**src/shared/dprtk_cfg.svh**
```systemverilog
`ifndef DPRTK_CFG_SVH
`define DPRTK_CFG_SVH
`define DPRTK_CLK_NS 5
`define DPRTK_ADDR_W 17
`define DPRTK_DATA_W 9
`define DPRTK_TRC_NS 25
`define DPRTK_TPWE_NS 22
`define DPRTK_TSD_NS 15
`define DPRTK_THZWE_NS 15
`define DPRTK_TDOE_NS 13
`define DPRTK_TOKEN_UPDATE_GAP_NS 12
`define DPRTK_TOKEN_WRITE_TO_READ_TIME_NS 5
`define DPRTK_TAA_NS 25
`define DPRTK_CYC(ns) (((ns) + `DPRTK_CLK_NS - 1) / `DPRTK_CLK_NS)
`define DPRTK_PULSE_CYC `DPRTK_CYC(`DPRTK_THZWE_NS + `DPRTK_TSD_NS)
`define DPRTK_PULSE_OFF_CYC `DPRTK_CYC(`DPRTK_TPWE_NS)
`define DPRTK_GAP_CYC `DPRTK_CYC(`DPRTK_TOKEN_UPDATE_GAP_NS)
`define DPRTK_READ_CYC `DPRTK_CYC(`DPRTK_TAA_NS + `DPRTK_TOKEN_WRITE_TO_READ_TIME_NS + `DPRTK_TDOE_NS)
`define DPRTK_PWRUP_CYC (`DPRTK_CYC(`DPRTK_TRC_NS) + 1)
`define DPRTK_CNT_W 4
`endif

```
**src/shared/dprtk_pkg.sv**
```systemverilog
package dprtk_pkg;
  typedef enum logic [1:0] {
    DPRTK_OP_RAM_RD = 2'h0,
    DPRTK_OP_RAM_WR = 2'h1,
    DPRTK_OP_TOK_RD = 2'h2,
    DPRTK_OP_TOK_WR = 2'h3
  } dprtk_op_type;
  typedef enum logic [2:0] {
    DPRTK_ST_IDLE = 3'h0,
    DPRTK_ST_SETUP = 3'h1,
    DPRTK_ST_STROBE = 3'h3,
    DPRTK_ST_GAP = 3'h2,
    DPRTK_ST_RETAIN = 3'h6
  } dprtk_state_type;
endpackage : dprtk_pkg

```
**src/design/dprtk_timer.sv**
```systemverilog
`timescale 1ns/100ps
`include "dprtk_cfg.svh"
module dprtk_timer
  import dprtk_pkg::*;
(
  input wire logic clk_i,
  input wire logic rst_i,
  input wire logic load_i,
  input wire logic [`DPRTK_CNT_W-1:0] value_i,
  output logic done_o
);
  logic [`DPRTK_CNT_W-1:0] cnt_r;
  always_ff @(posedge clk_i or posedge rst_i) begin
    if (rst_i) begin
      cnt_r <= 4'h0;
    end else if (load_i) begin
      cnt_r <= value_i;
    end else if (cnt_r != 4'h0) begin
      cnt_r <= cnt_r - 4'h1;
    end
  end
  assign done_o = (cnt_r == 4'h0);
endmodule : dprtk_timer

```
**src/design/dprtk_host.sv**
```systemverilog
`timescale 1ns/100ps
`include "dprtk_cfg.svh"
module dprtk_host
  import dprtk_pkg::*;
(
  input wire logic clk_i,
  input wire logic rst_i,
  input wire logic req_valid_i,
  output logic req_ready_o,
  input wire dprtk_op_type req_op_i,
  input wire logic [`DPRTK_ADDR_W-1:0] req_addr_i,
  input wire logic [`DPRTK_DATA_W-1:0] req_wdata_i,
  output logic rsp_valid_o,
  output logic [`DPRTK_DATA_W-1:0] rsp_rdata_o,
  input wire logic retain_i,
  output logic retain_o,
  input wire logic mailbox_flag_n_i,
  output logic mailbox_flag_o,
  output logic [`DPRTK_ADDR_W-1:0] addr_o,
  output logic port_select_n_o,
  output logic upper_byte_select_n_o,
  output logic token_latch_select_n_o,
  output logic write_strobe_n_o,
  output logic output_drive_enable_n_o,
  output logic [`DPRTK_DATA_W-1:0] data_o,
  output logic data_oe_o,
  input wire logic [`DPRTK_DATA_W-1:0] data_i
);
  // ----------------------------------------------------------------
  // Pin synchronisers
  // ----------------------------------------------------------------
  logic [`DPRTK_DATA_W-1:0] data_s1_r;
  logic [`DPRTK_DATA_W-1:0] data_s2_r;
  logic flag_s1_r;
  logic flag_s2_r;
  always_ff @(posedge clk_i or posedge rst_i) begin
    if (rst_i) begin
      data_s1_r <= 9'h000;
      data_s2_r <= 9'h000;
      flag_s1_r <= 1'h1;
      flag_s2_r <= 1'h1;
    end else begin
      data_s1_r <= data_i;
      data_s2_r <= data_s1_r;
      flag_s1_r <= mailbox_flag_n_i;
      flag_s2_r <= flag_s1_r;
    end
  end
  assign mailbox_flag_o = !flag_s2_r;

  // ----------------------------------------------------------------
  // Sequencer
  // ----------------------------------------------------------------
  function automatic logic is_write(input dprtk_op_type op);
    is_write = (op == DPRTK_OP_RAM_WR) || (op == DPRTK_OP_TOK_WR);
  endfunction : is_write
  function automatic logic is_token(input dprtk_op_type op);
    is_token = (op == DPRTK_OP_TOK_RD) || (op == DPRTK_OP_TOK_WR);
  endfunction : is_token
  function automatic logic is_read(input dprtk_op_type op);
    is_read = !is_write(op);
  endfunction : is_read
  // Only a token write needs the long update gap before the next access
  function automatic logic [`DPRTK_CNT_W-1:0] gap_len(input dprtk_op_type op);
    if (is_token(op) && is_write(op)) begin
      gap_len = 4'(`DPRTK_GAP_CYC);
    end else begin
      gap_len = 4'h1;
    end
  endfunction : gap_len

  dprtk_state_type state_r;
  dprtk_op_type op_r;
  logic load;
  logic [`DPRTK_CNT_W-1:0] load_val;
  logic done;

  dprtk_timer u_timer (
    .clk_i(clk_i),
    .rst_i(rst_i),
    .load_i(load),
    .value_i(load_val),
    .done_o(done)
  );

  assign req_ready_o = (state_r == DPRTK_ST_IDLE) && done && !retain_i;
  assign retain_o = (state_r == DPRTK_ST_RETAIN);

  always_comb begin
    load = 1'b0;
    load_val = 4'h0;
    case (state_r)
      DPRTK_ST_IDLE: begin
        if (req_valid_i && req_ready_o) begin
          load = 1'b1;
          load_val = 4'h1;
        end
      end
      DPRTK_ST_SETUP: begin
        load = 1'b1;
        if (is_read(op_r)) begin
          load_val = 4'(`DPRTK_READ_CYC);
        end else if (is_token(op_r)) begin
          load_val = 4'(`DPRTK_PULSE_OFF_CYC);
        end else begin
          load_val = 4'(`DPRTK_PULSE_CYC);
        end
      end
      DPRTK_ST_STROBE: begin
        if (done) begin
          load = 1'b1;
          load_val = gap_len(op_r);
        end
      end
      DPRTK_ST_RETAIN: begin
        if (!retain_i) begin
          load = 1'b1;
          load_val = 4'(`DPRTK_PWRUP_CYC);
        end
      end
      default: begin
        load = 1'b0;
      end
    endcase
  end

  always_ff @(posedge clk_i or posedge rst_i) begin
    if (rst_i) begin
      state_r <= DPRTK_ST_IDLE;
      op_r <= DPRTK_OP_RAM_RD;
      addr_o <= 17'h00000;
      data_o <= 9'h000;
    end else begin
      case (state_r)
        DPRTK_ST_IDLE: begin
          if (retain_i && done) begin
            state_r <= DPRTK_ST_RETAIN;
          end else if (req_valid_i && req_ready_o) begin
            op_r <= req_op_i;
            addr_o <= is_token(req_op_i) ? {14'h0000, req_addr_i[2:0]} : req_addr_i;
            data_o <= req_wdata_i;
            state_r <= DPRTK_ST_SETUP;
          end
        end
        DPRTK_ST_SETUP: state_r <= DPRTK_ST_STROBE;
        DPRTK_ST_STROBE: begin
          if (done) begin
            state_r <= DPRTK_ST_GAP;
          end
        end
        DPRTK_ST_GAP: begin
          if (done) begin
            state_r <= DPRTK_ST_IDLE;
          end
        end
        DPRTK_ST_RETAIN: begin
          if (!retain_i) begin
            state_r <= DPRTK_ST_IDLE;
          end
        end
        default: state_r <= DPRTK_ST_IDLE;
      endcase
    end
  end

  // ----------------------------------------------------------------
  // Pin drive
  // ----------------------------------------------------------------
  logic active;
  logic ram_sel_nxt;
  logic tok_sel_nxt;
  logic strobe_nxt;
  logic drive_nxt;
  logic data_oe_nxt;
  assign active = (state_r == DPRTK_ST_STROBE);

  // Pins go low only while strobing and return high on the phase end
  always_comb begin
    ram_sel_nxt = 1'b0;
    tok_sel_nxt = 1'b0;
    strobe_nxt = 1'b0;
    drive_nxt = 1'b0;
    data_oe_nxt = (state_r == DPRTK_ST_SETUP || active) && is_write(op_r);
    if (active && !load) begin
      ram_sel_nxt = !is_token(op_r);
      tok_sel_nxt = is_token(op_r);
      strobe_nxt = is_write(op_r);
      drive_nxt = is_read(op_r);
    end
  end

  always_ff @(posedge clk_i or posedge rst_i) begin
    if (rst_i) begin
      port_select_n_o <= 1'b1;
      upper_byte_select_n_o <= 1'b1;
      token_latch_select_n_o <= 1'b1;
      write_strobe_n_o <= 1'b1;
      output_drive_enable_n_o <= 1'b1;
      data_oe_o <= 1'b0;
    end else begin
      port_select_n_o <= !ram_sel_nxt;
      upper_byte_select_n_o <= !ram_sel_nxt;
      token_latch_select_n_o <= !tok_sel_nxt;
      write_strobe_n_o <= !strobe_nxt;
      output_drive_enable_n_o <= !drive_nxt;
      data_oe_o <= data_oe_nxt;
    end
  end

  // ----------------------------------------------------------------
  // Read capture
  // ----------------------------------------------------------------
  always_ff @(posedge clk_i or posedge rst_i) begin
    if (rst_i) begin
      rsp_valid_o <= 1'b0;
      rsp_rdata_o <= 9'h000;
    end else begin
      rsp_valid_o <= 1'b0;
      if (state_r == DPRTK_ST_GAP && done && is_read(op_r)) begin
        rsp_valid_o <= 1'b1;
        rsp_rdata_o <= data_s2_r;
      end
    end
  end
endmodule : dprtk_host

```
**config.mk**
```make
export PLATFORM = sky130hd
export DESIGN_NAME = dprtk_host
export DESIGN_NICKNAME = d
export VERILOG_FILES = /design/src/shared/dprtk_pkg.sv /design/src/design/dprtk_timer.sv /design/src/design/dprtk_host.sv
export VERILOG_INCLUDE_DIRS = /design/src /design/src/shared
export SDC_FILE = /design/constraint.sdc
export NUM_CORES = 1
export LEC_CHECK = 0
export ABC_AREA = 1
export BUFFER_PORTS_ARGS = -buffer_cell sky130_fd_sc_hd__buf_2
export CAP_MARGIN = 15
export CORE_UTILIZATION = 50
export CTS_CLUSTER_SIZE = 40
export DETAILED_ROUTE_END_ITERATION = 10
export HOLD_SLACK_MARGIN = 0.08
export PLACE_DENSITY = 0.76
export SLEW_MARGIN = 20
export SYNTH_ARGS = -nofsm -noshare
export SYNTH_HDL_FRONTEND = slang
export SYNTH_SLANG_ARGS = --single-unit
```
**constraint.sdc**
```tcl
create_clock -name clk_i -period 2.4 [get_ports clk_i]
set_input_delay 0.12 -clock clk_i [delete_from_list [all_inputs] [get_ports clk_i]]
set_output_delay 0.12 -clock clk_i [all_outputs]
set_load 0.01 [all_outputs]
```
==> summary.md, run 1 <==
| Metric | Value |
|---|---|
| Slew Limit Fails | `0` |
| Worst slew pin tran | `0.703 ns` |
| Final #Nets | `443` |
| DPL Wire Length | `3730 um` |
| Post-synth EDFFs | `0` |
| Mux contribution to synthesized area | `0%` |
| Synth Area in Simple Gates | `26.2%` |
| Comb pwr share | `30.9%` |
| CTS H-tree depth | `3` |
| Total GRT Usage | `25.1%` |
| Yosys Warn Count | `0` |
| Fin crit period | `1.78 ns` |
| Critical path capture point type | `register` |
| Maxcap violations | `0` |
| Hold Path Class | `input port to register` |
| Critical path class | `register to register` |
| VDD IR-drop max | `0.639 mV` |
| Sw Ratio | `35.3%` |
| Synth Register Bits | `70` |
| Finished Layout Cells | `474` |
| Max Buffers Root-to-Sink | `2` |
| CTS tree | `built` |
| Status | `completed` |
| Drt first pass iters | `4` |
| Crit path launch type | `register` |
| Pwr Density | `1040 mW/mm^2` |
| Clock buffer count from CTS | `9` |
| Power share of the clock group | `25.0%` |
| Crit-path cells | `inv_1 > ha_1 > nand2_4 > nor2_4 > nand2_4 > inv_2 > nand2_1 > nand2_1` |
| Final hold viol count | `0` |
| Clock root cell | `clkbuf_8` |
| Most frequent cell after synthesis | `nand2_1` |
| Worst path slowest cell | `dfrtp_1` |
| Worst EP arrival | `2.06 ns` |
| FFs w/ async S/R, synth | `100%` |
| Reg clk slew, reported paths | `0.07 ns` |
| Ports | `87` |
| Synthesized cell area | `0.00267 mm^2` |
| Synth Area in Compound Gates | `1.13%` |
| Slew HR | `53.1%` |
| Initial antenna violation count | `0` |
| Final Util | `73.1%` |
| Routed WL | `6280 um` |
| LEAKAGE | `2.10 nW` |
| Sequential Power Share | `44.1%` |
| GRT Residual Overflow | `0` |
| Share of cells above drive strength 1 | `30.2%` |
| Yosys top cell area share | `60.1%` |
| Post-route antenna net violation count | `0` |
| Clk_lat worst skew | `0.35 ns` |
| Die X | `75.0 um` |
| Family with the most delay on the worst path | `simple AND/OR/NAND/NOR gates` |
| Final setup viols | `0` |
| Die Ht | `75.0 um` |
| Final RePlAce weighted congestion | `0.873` |
| XOR/XNOR share of the synthesized area | `0.657%` |
| Port Buffer Count | `86` |
| Register area share after synthesis | `66.0%` |
| Combinational family with the most area after synthesis | `simple AND/OR/NAND/NOR gates` |
| Switching pwr | `0.00137 W` |
| Total number of vias | `2,263` |
| CP required | `2.68 ns` |
| Fmax | `562 MHz` |
| Remaining DRCs | `0` |
| Core Rows | `26` |
| Dpl cells | `420` |
| Biggest area consumer among synthesized cells | `dfrtp_1` |
| Pint | `0.00251 W` |
| Tcrit/Tclk final | `74.2%` |
| Synth-to-Final Area Change | `40.1%` |
| Ant. Diodes | `0` |
| Total core area | `0.00511 mm^2` |
| Crit Path Max Fanout | `35` |
| Syn Inst Count | `270` |
| Syn_area_per_cell | `9.87 um^2` |
| Max stage delay on crit path | `0.40 ns` |
| Buf/Inv on CP | `2` |
| Avg Vias per Cell | `4.77` |
| Ys flop type | `dfrtp_1` |
| First-pass GRT wire length | `10,200 um` |
| Setup TNS | `0 ns` |
| Post-synth cell types | `23` |
| Vias in the first global route | `2,195` |
| Largest net degree at the start of global routing | `38` |
| Fraction of the mapped netlist area in adder cells | `0.939%` |
| Drt wl/cell | `13.3 um` |
| Clock skew | `0.0118 ns` |
| Initial core utilization | `52.2%` |
| Commonest cells in the synthesized netlist | `nand2_1 (128), dfrtp_1 (64), inv_1 (17)` |
| RSZ-0062 raised after global routing | `no` |
| DRT iter0 DRCs | `207` |
| Die area | `0.00563 mm^2` |
| Clock Sinks | `70` |
| Post-Syn Nets | `314` |
| Synth top area cells | `dfrtp_1 (60%), nand2_1 (18%), dfstp_2 (5.9%)` |
worst min-delay path, delay by kind of cell:
kind | cells | cell delay [ns]
AND/OR/NAND/NOR | 2 | 0.15
buffers and inverters | 1 | 0.12
final timing paths:
kind,start,to,slack (ns),depth (start not counted)
min reg2reg,data_s1_r[5]$_DFF_PP0_,data_s2_r[5]$_DFF_PP0_,0.35,0
min,retain_i,state_r[2]$_DFFE_PP0P_,0.09,3
max reg2reg,u_timer.cnt_r[0]$_DFFE_PP0P_,addr_o[1]$_DFFE_PP0P_,0.62,8
max in group asynchronous,rst_i,write_strobe_n_o$_DFF_PP1_,1.27,4
min in group asynchronous,rst_i,addr_o[5]$_DFFE_PP0P_,0.43,3
max,u_timer.cnt_r[0]$_DFFE_PP0P_,addr_o[1]$_DFFE_PP0P_,0.62,8
power by group through the flow:
stage	clock network (W)	registers (W)	logic, W
floorplan	0	0.00180	0.000633
global placement	0	0.00171	0.00109
detailed placement	0	0.00172	0.00114
CTS	0.000981	0.00171	0.00118
global route	0.00105	0.00175	0.00136
finish	0.000969	0.00171	0.00120
metal layers:
metal | vias up | routed length (um) | GRT usage [%]
met5 | - | 0 | 0
met4 | 0 | 196 | 10.7
met3 | 22 | 339 | 6.96
met2 | 102 | 3230 | 41.7
met1 | 1057 | 2510 | 30.9
li1 | 1082 | - | -
flip-flops by register name, indices dropped and copies added, names as in the netlist, 2 cells and up:
register and cells:
data_o 9, addr_o 17, op_r 2, state_r 3
rsp_rdata_o 9, u_timer.cnt_r 4, data_s2_r 9, data_s1_r 9
stage by stage:
stage | hold slack (ns) | area (um^2) | setup slack, ns | power [W]
3_5_place_dp | 0.227 | 3150 | 0.657 | 0.00285
5_1_grt | 0.110 | 3730 | 0.519 | 0.00415
6_report | 0.0888 | 3730 | 0.620 | 0.00388
3_3_place_gp | 0.226 | 3150 | 0.725 | 0.00280
2_1_floorplan | 0.124 | 2670 | 0.522 | 0.00243
4_1_cts | 0.0854 | 3730 | 0.645 | 0.00387
cell usage in the layout, fill, tap and decap left out, types with 3 or more instances in the layout:
cell           synthesis  final
nor3_1                 3      3
nand4_1                4      4
dfstp_2                6      6
inv_1                 17     16
clkbuf_8               0     10
nor2_1                10     10
buf_2                  3     86
inv_2                  2      3
nand2_1              128    128
nor2_2                 3      3
dfrtp_1               64     64
o21ai_0                3      3
a21oi_1                3      3
dlygate4sd3_1          0     38
nand3_1                8      8
area by class of cell:
| cell class | instances | area [um^2] |
|---|---|---|
| Clock buffer | 10 | 138 |
| Timing Repair Buffer | 126 | 838 |
| Inverter | 19 | 71.3 |
| Sequential cell | 70 | 1760 |
| Clock inverter | 6 | 68.8 |
| Tap cell | 70 | 87.6 |
| Multi-Input combinational cell | 173 | 771 |
| Fill cell | 336 | 1370 |
repair_timing:
item,CTS,global route
hold buffers,38,0
setup buffers,0,0
gates resized for setup,0,0
endpoints found under the hold margin,67,0
cells by family (layout without fill, tap and decap cells):
family,Yosys count,after routing
AND/OR/NAND/NOR,163,163
flip-flops,70,70
buffers and inverters,27,161
AO/OA/AOI/OAI,6,6
adder cells (fa/ha/maj),2,2
XOR/XNOR,2,2
(Power assumes the default switching activity.)
==> run 2, diff against run 1 <==
==> constraint.sdc (replaced) <==
create_clock -name clk_i -period 1.8 [get_ports clk_i]
set_input_delay 0.09 -clock clk_i [delete_from_list [all_inputs] [get_ports clk_i]]
set_output_delay 0.09 -clock clk_i [all_outputs]
set_load 0.01 [all_outputs]
==> run 2 against run 1 <==
Effect of this change: maximum frequency grew 9.9%; worst hold slack better by 0.050 ns; first-iteration DRC count is 34% lower; combinational power up 33%; sequential share of layout area decreased by 0.48 points; largest power group unchanged; highest routed layer unchanged.
==> summary.md, run 2 (synthesis gave the netlist of run 1 again) <==
| Metric | Value |
|---|---|
| Status | `completed` |
| Vias in the first global route | `2,055` |
| Critical path class | `register to register` |
| Drt first pass iters | `5` |
| R2r setup slk | `0.18 ns` |
| Worst R2R Start | `u_timer.cnt_r[0]$_DFFE_PP0P_` |
| Hold Crit Start | `req_valid_i` |
| LEAKAGE | `2.11 nW` |
| Final RePlAce weighted congestion | `0.823` |
| Routed WL | `6200 um` |
| Die Ht | `75.0 um` |
| Hold Path Class | `input port to register` |
| DPL Wire Length | `3440 um` |
| Largest net degree at the start of global routing | `71` |
| Worst Reg-to-Reg Cells | `7` |
| Max stage delay on crit path | `0.40 ns` |
| Worst slew pin tran | `0.355 ns` |
| Drt wl/cell | `13.0 um` |
| Port Buffer Count | `86` |
| Top reg by flops | `addr_o` |
| Share of cells above drive strength 1 | `30.4%` |
| CTS H-tree depth | `3` |
| Crit path launch type | `register` |
| First-pass GRT wire length | `9740 um` |
| Critical path capture point type | `register` |
| GRT Residual Overflow | `0` |
| Clock skew | `0.0156 ns` |
| Die X | `75.0 um` |
| Crit-path cells | `inv_1 > ha_1 > nand2_4 > nor2_4 > nand2_4 > inv_2 > o21ai_0` |
| Maxcap violations | `0` |
| Ports | `87` |
| Commonest non-fill, non-tap cells in the layout | `nand2_1 (128), buf_2 (86), dfrtp_1 (64)` |
| Die area | `0.00563 mm^2` |
| Worst EP arrival | `1.84 ns` |
| Initial core utilization | `52.2%` |
| DRT iter0 DRCs | `136` |
| Max Buffers Root-to-Sink | `2` |
| Pwr Density | `1370 mW/mm^2` |
| Clock Sinks | `70` |
| Fin crit period | `1.62 ns` |
| RSZ-0062 raised after global routing | `no` |
| RR Endpoint | `op_r[0]$_DFFE_PP0P_` |
| Worst path slowest cell | `dfrtp_1` |
| Remaining DRCs | `0` |
| Final #Nets | `447` |
| Clock buffer count from CTS | `9` |
| Final hold viol count | `0` |
| Slew HR | `76.2%` |
| WHS Path Cells | `3` |
| Reg clk slew, reported paths | `0.09 ns` |
| Pwr Total | `0.00516 W` |
| Core Rows | `26` |
| CP required | `2.02 ns` |
| Slew Limit Fails | `0` |
| Total number of vias | `2,198` |
| Flip-flop count of the largest register after layout | `17` |
| Commonest non-fill, non-tap cell in the layout | `nand2_1` |
| Hold Path Sink | `state_r[0]$_DFFE_PP0P_` |
| Crit Path Max Fanout | `17` |
| Ant. Diodes | `0` |
| Setup TNS | `0 ns` |
| Fillers | `348` |
| Tcrit/Tclk final | `90.0%` |
| Final setup viols | `0` |
| Total GRT Usage | `24.6%` |
| Avg Vias per Cell | `4.60` |
| Post-route antenna net violation count | `0` |
| VDD IR-drop max | `0.777 mV` |
| Fmax | `618 MHz` |
| CTS tree | `built` |
| Total core area | `0.00511 mm^2` |
| Clock root cell | `clkbuf_8` |
| Synth-to-Final Area Change | `41.5%` |
| CP dominant cell by count | `nand2_4` |
| Initial antenna violation count | `0` |
| Clk_lat worst skew | `0.35 ns` |
[run 2: cell types whose count changed in the layout (fill, tap and decap cells not counted)]
cell / before / now
buf_4: 1 / 3
clkinv_4: 1 / 2
clkinvlp_4: 1 / 2
dlygate4sd3_1: 38 / 40
inv_2: 3 / 2
inv_6: 2 / 1
[run 2: timing repair]
action / in CTS / in global routing
hold buffers: 40 / 0
endpoints found under the setup margin: 0 / 0
setup buffers: 0 / 0
gates resized for setup: 0 / 0
hold endpoints to repair: 102 / 0
[run 2: critical path: cells and delay by family (launching register included)]
| kind | cells | cell delay [ns] |
|---|---|---|
| AND/OR/NAND/NOR | 3 | 0.42 |
| adder cells (fa/ha/maj) | 1 | 0.20 |
| flip-flops | 1 | 0.40 |
| AO/OA/AOI/OAI | 1 | 0.11 |
| buffers and inverters | 2 | 0.36 |
[run 2: worst max path at each step]
| stage | start | end | slack (ns) | cells after the start |
|---|---|---|---|---|
| after floorplan | u_timer.cnt_r[0]$_DFFE_PP0P_ | u_timer.cnt_r[2]$_DFFE_PP0P_ | 0.35 | 8 |
| after CTS | u_timer.cnt_r[0]$_DFFE_PP0P_ | op_r[0]$_DFFE_PP0P_ | 0.19 | 7 |
| after global routing | u_timer.cnt_r[0]$_DFFE_PP0P_ | u_timer.cnt_r[1]$_DFFE_PP0P_ | 0.04 | 9 |
| after global placement | u_timer.cnt_r[0]$_DFFE_PP0P_ | op_r[0]$_DFFE_PP0P_ | 0.27 | 7 |
| final | u_timer.cnt_r[0]$_DFFE_PP0P_ | op_r[0]$_DFFE_PP0P_ | 0.18 | 7 |
| after detailed placement | u_timer.cnt_r[0]$_DFFE_PP0P_ | data_o[1]$_DFFE_PP0P_ | 0.19 | 8 |
[run 2: layer usage]
layer,vias to the layer above,GRT usage (%),part of all wire [%]
li1,1088,-,-
met1,1028,30.7,42
met2,72,39.7,51
met3,10,8.43,6.0
met4,0,9.64,1.9
met5,-,0,0
[run 2: report_power, final]
group / internal (W) / switching (W) / total [W]
Clock: 0.000684 / 0.000612 / 0.00130
Sequential: 0.00200 / 0.000272 / 0.00227
Combinational: 0.000667 / 0.000929 / 0.00160
Total: 0.00335 / 0.00181 / 0.00516
[run 2: stage by stage]
stage                     hold slack (ns)  cell area (um^2)  worst slack [ns]  instances  util [%]
after detailed placement            0.196              3170             0.188        422      62.0
after global placement              0.196              3170             0.267        422      62.0
after global routing                0.136              3770            0.0385        478      73.9
after floorplan                    0.0945              2670             0.347        270         -
final                               0.139              3770             0.181        478      73.9
after CTS                           0.139              3770             0.189        478      73.9
[run 2: layout make-up]
cell class	instances	area, um^2	area share, %
clock buffers	10	138	3.65
repair buffers	130	873	23.2
well taps	70	87.6	2.32
clock inverters	6	68.8	1.82
inverters	19	75.1	1.99
flip-flops and latches	70	1760	46.6
multi-input cells	173	771	20.4
==> run 3, diff against run 2 <==
--- a/config.mk
+++ b/config.mk
@@ -9,11 +9,14 @@
 export ABC_AREA = 1
 export BUFFER_PORTS_ARGS = -buffer_cell sky130_fd_sc_hd__buf_2
 export CAP_MARGIN = 15
-export CORE_UTILIZATION = 50
+export CELL_PAD_IN_SITES_DETAIL_PLACEMENT = 0
+export CELL_PAD_IN_SITES_GLOBAL_PLACEMENT = 1
+export CORE_UTILIZATION = 37
 export CTS_CLUSTER_SIZE = 40
 export DETAILED_ROUTE_END_ITERATION = 10
 export HOLD_SLACK_MARGIN = 0.08
-export PLACE_DENSITY = 0.76
+export PLACE_DENSITY = 0.75
+export RECOVER_POWER = 25
 export SLEW_MARGIN = 20
 export SYNTH_ARGS = -nofsm -noshare
 export SYNTH_HDL_FRONTEND = slang
==> run 3 against run 2 <==
Effect of this change: routed wire length down 4.6%; worst hold slack better by 0.033 ns; count of clock-buffer cells in the layout up 2; global-route usage down 7.4 points; setup slack worse by 0.035 ns; critical path type unchanged; largest power group unchanged.
==> summary.md, run 3 (synthesis gave the netlist of run 1 again) <==
| Metric | Value |
|---|---|
| Status | `completed` |
| Vias in the first global route | `2,136` |
| Core Rows | `30` |
| Slew Limit Fails | `0` |
| Reg clk slew, reported paths | `0.07 ns` |
| Initial antenna violation count | `0` |
| Tcrit/Tclk final | `91.9%` |
| Crit-path cells | `inv_1 > ha_1 > nand2_4 > nor2_4 > nand2_8 > buf_4 > nand2_1 > nand2_1` |
| Die X | `86.9 um` |
| DRT iter0 DRCs | `88` |
| Clock Sinks | `70` |
| Synth-to-Final Area Change | `41.7%` |
| Final RePlAce weighted congestion | `0.775` |
| Hold Path Class | `input port to register` |
| Crit Path Max Fanout | `19` |
| Flip-flop count of the largest register after layout | `17` |
| Clock buffer count from CTS | `9` |
| Fillers | `637` |
| Setup ws final | `0.145 ns` |
| Port Buffer Count | `86` |
| LEAKAGE | `2.08 nW` |
| R2r setup slk | `0.15 ns` |
| Largest net degree at the start of global routing | `43` |
| Max Buffers Root-to-Sink | `2` |
| Ant. Diodes | `0` |
| VDD IR-drop max | `0.692 mV` |
| Final setup viols | `0` |
| Die Ht | `86.9 um` |
| Commonest non-fill, non-tap cells in the layout | `nand2_1 (128), buf_2 (85), dfrtp_1 (64)` |
| Fin crit period | `1.65 ns` |
| Crit path launch type | `register` |
| DPL Wire Length | `3820 um` |
| Pre-CTS WS | `0.130 ns` |
| Commonest non-fill, non-tap cell in the layout | `nand2_1` |
| Clk_lat worst skew | `0.34 ns` |
| Max stage delay on crit path | `0.39 ns` |
| Setup TNS | `0 ns` |
| Maxcap violations | `0` |
| Total number of vias | `2,123` |
| Final hold viol count | `0` |
| CP required | `2.03 ns` |
| WHS Path Cells | `3` |
| Total GRT Usage | `17.2%` |
| Hold Crit Start | `req_valid_i` |
| CTS tree | `built` |
| Top reg by flops | `addr_o` |
| Drt first pass iters | `6` |
| Clock skew | `0.00796 ns` |
| Initial core utilization | `38.8%` |
| Hold Path Sink | `state_r[0]$_DFFE_PP0P_` |
| Worst R2R Start | `u_timer.cnt_r[0]$_DFFE_PP0P_` |
| Worst path slowest cell | `dfrtp_1` |
| Final #Nets | `447` |
| GRT Residual Overflow | `0` |
| First-pass GRT wire length | `9690 um` |
| Remaining DRCs | `0` |
| Share of cells above drive strength 1 | `29.4%` |
| Pwr Density | `1330 mW/mm^2` |
| Worst Reg-to-Reg Cells | `8` |
| Die area | `0.00755 mm^2` |
| Routed WL | `5910 um` |
| Fmax | `604 MHz` |
| CTS H-tree depth | `3` |
| Drt wl/cell | `11.7 um` |
| Worst EP arrival | `1.89 ns` |
| Critical path capture point type | `register` |
| Total core area | `0.00687 mm^2` |
| Worst setup path startpoint | `u_timer.cnt_r[0]$_DFFE_PP0P_` |
| Worst slew pin tran | `0.671 ns` |
| Setup bufs post-CTS | `0` |
| RR Endpoint | `addr_o[6]$_DFFE_PP0P_` |
| Slew HR | `55.3%` |
| Clock root cell | `clkbuf_8` |
| Avg Vias per Cell | `4.21` |
| CP dominant cell by count | `nand2_1` |
| Post-route antenna net violation count | `0` |
| RSZ-0062 raised after global routing | `no` |
| Critical path class | `register to register` |
| Ports | `87` |
## run 3: worst max path at each step
stage | endpoint | slack, ns | depth (start not counted)
6_report | addr_o[6]$_DFFE_PP0P_ | 0.15 | 8
2_1_floorplan | u_timer.cnt_r[2]$_DFFE_PP0P_ | 0.35 | 8
3_5_place_dp | data_o[7]$_DFFE_PP0P_ | 0.13 | 8
5_1_grt | addr_o[0]$_DFFE_PP0P_ | 0.02 | 8
4_1_cts | addr_o[6]$_DFFE_PP0P_ | 0.13 | 8
3_3_place_gp | addr_o[10]$_DFFE_PP0P_ | 0.21 | 8
## run 3: final cells by class
class                      count  area [um^2]  area share (%)
clock inverter                 4         47.5            1.26
clock buffer                  12          135            3.58
tap                           96          120            3.18
multi-input combinational    173          779            20.6
timing repair buffer         130          857            22.7
inverter                      19         77.6            2.05
sequential                    70         1760            46.6
## run 3: per-stage QoR
step / total power (W) / instances / util, % / hold WS [ns] / instance area (um^2)
2_1_floorplan: 0.00324 / 270 / - / 0.0945 / 2670
3_3_place_gp: 0.00377 / 448 / 46.4 / 0.195 / 3190
3_5_place_dp: 0.00379 / 448 / 46.4 / 0.196 / 3190
4_1_cts: 0.00508 / 504 / 54.9 / 0.185 / 3770
5_1_grt: 0.00542 / 504 / 55.0 / 0.176 / 3780
6_report: 0.00502 / 504 / 55.0 / 0.172 / 3780
## run 3: critical path, delay by kind of cell, from the launching register on
kind / cells / cell delay [ns]
buffers and inverters: 2 / 0.35
and+or+nand+nor: 5 / 0.57
DFF: 1 / 0.39
adders and majority gates: 1 / 0.21
## run 3: timing repair
action,CTS,global route
endpoints found under the hold margin,102,0
setup endpoints to repair,0,4
hold buffers,40,0
gates resized for setup,0,3
## run 3: routing by layer
layer	up-vias	part of all wire, %	track usage, %
met5	-	0	0
met4	0	1.6	6.82
met3	8	5.5	6.92
met2	62	49	27.2
met1	966	44	20.9
li1	1087	-	-
## run 3: where the power goes
part | internal, W | leakage, nW | switching [W] | total (W)
clock | 0.000636 | 0.0904 | 0.000546 | 0.00118
sequential | 0.00200 | 0.874 | 0.000264 | 0.00227
combinational | 0.000661 | 1.12 | 0.000913 | 0.00157
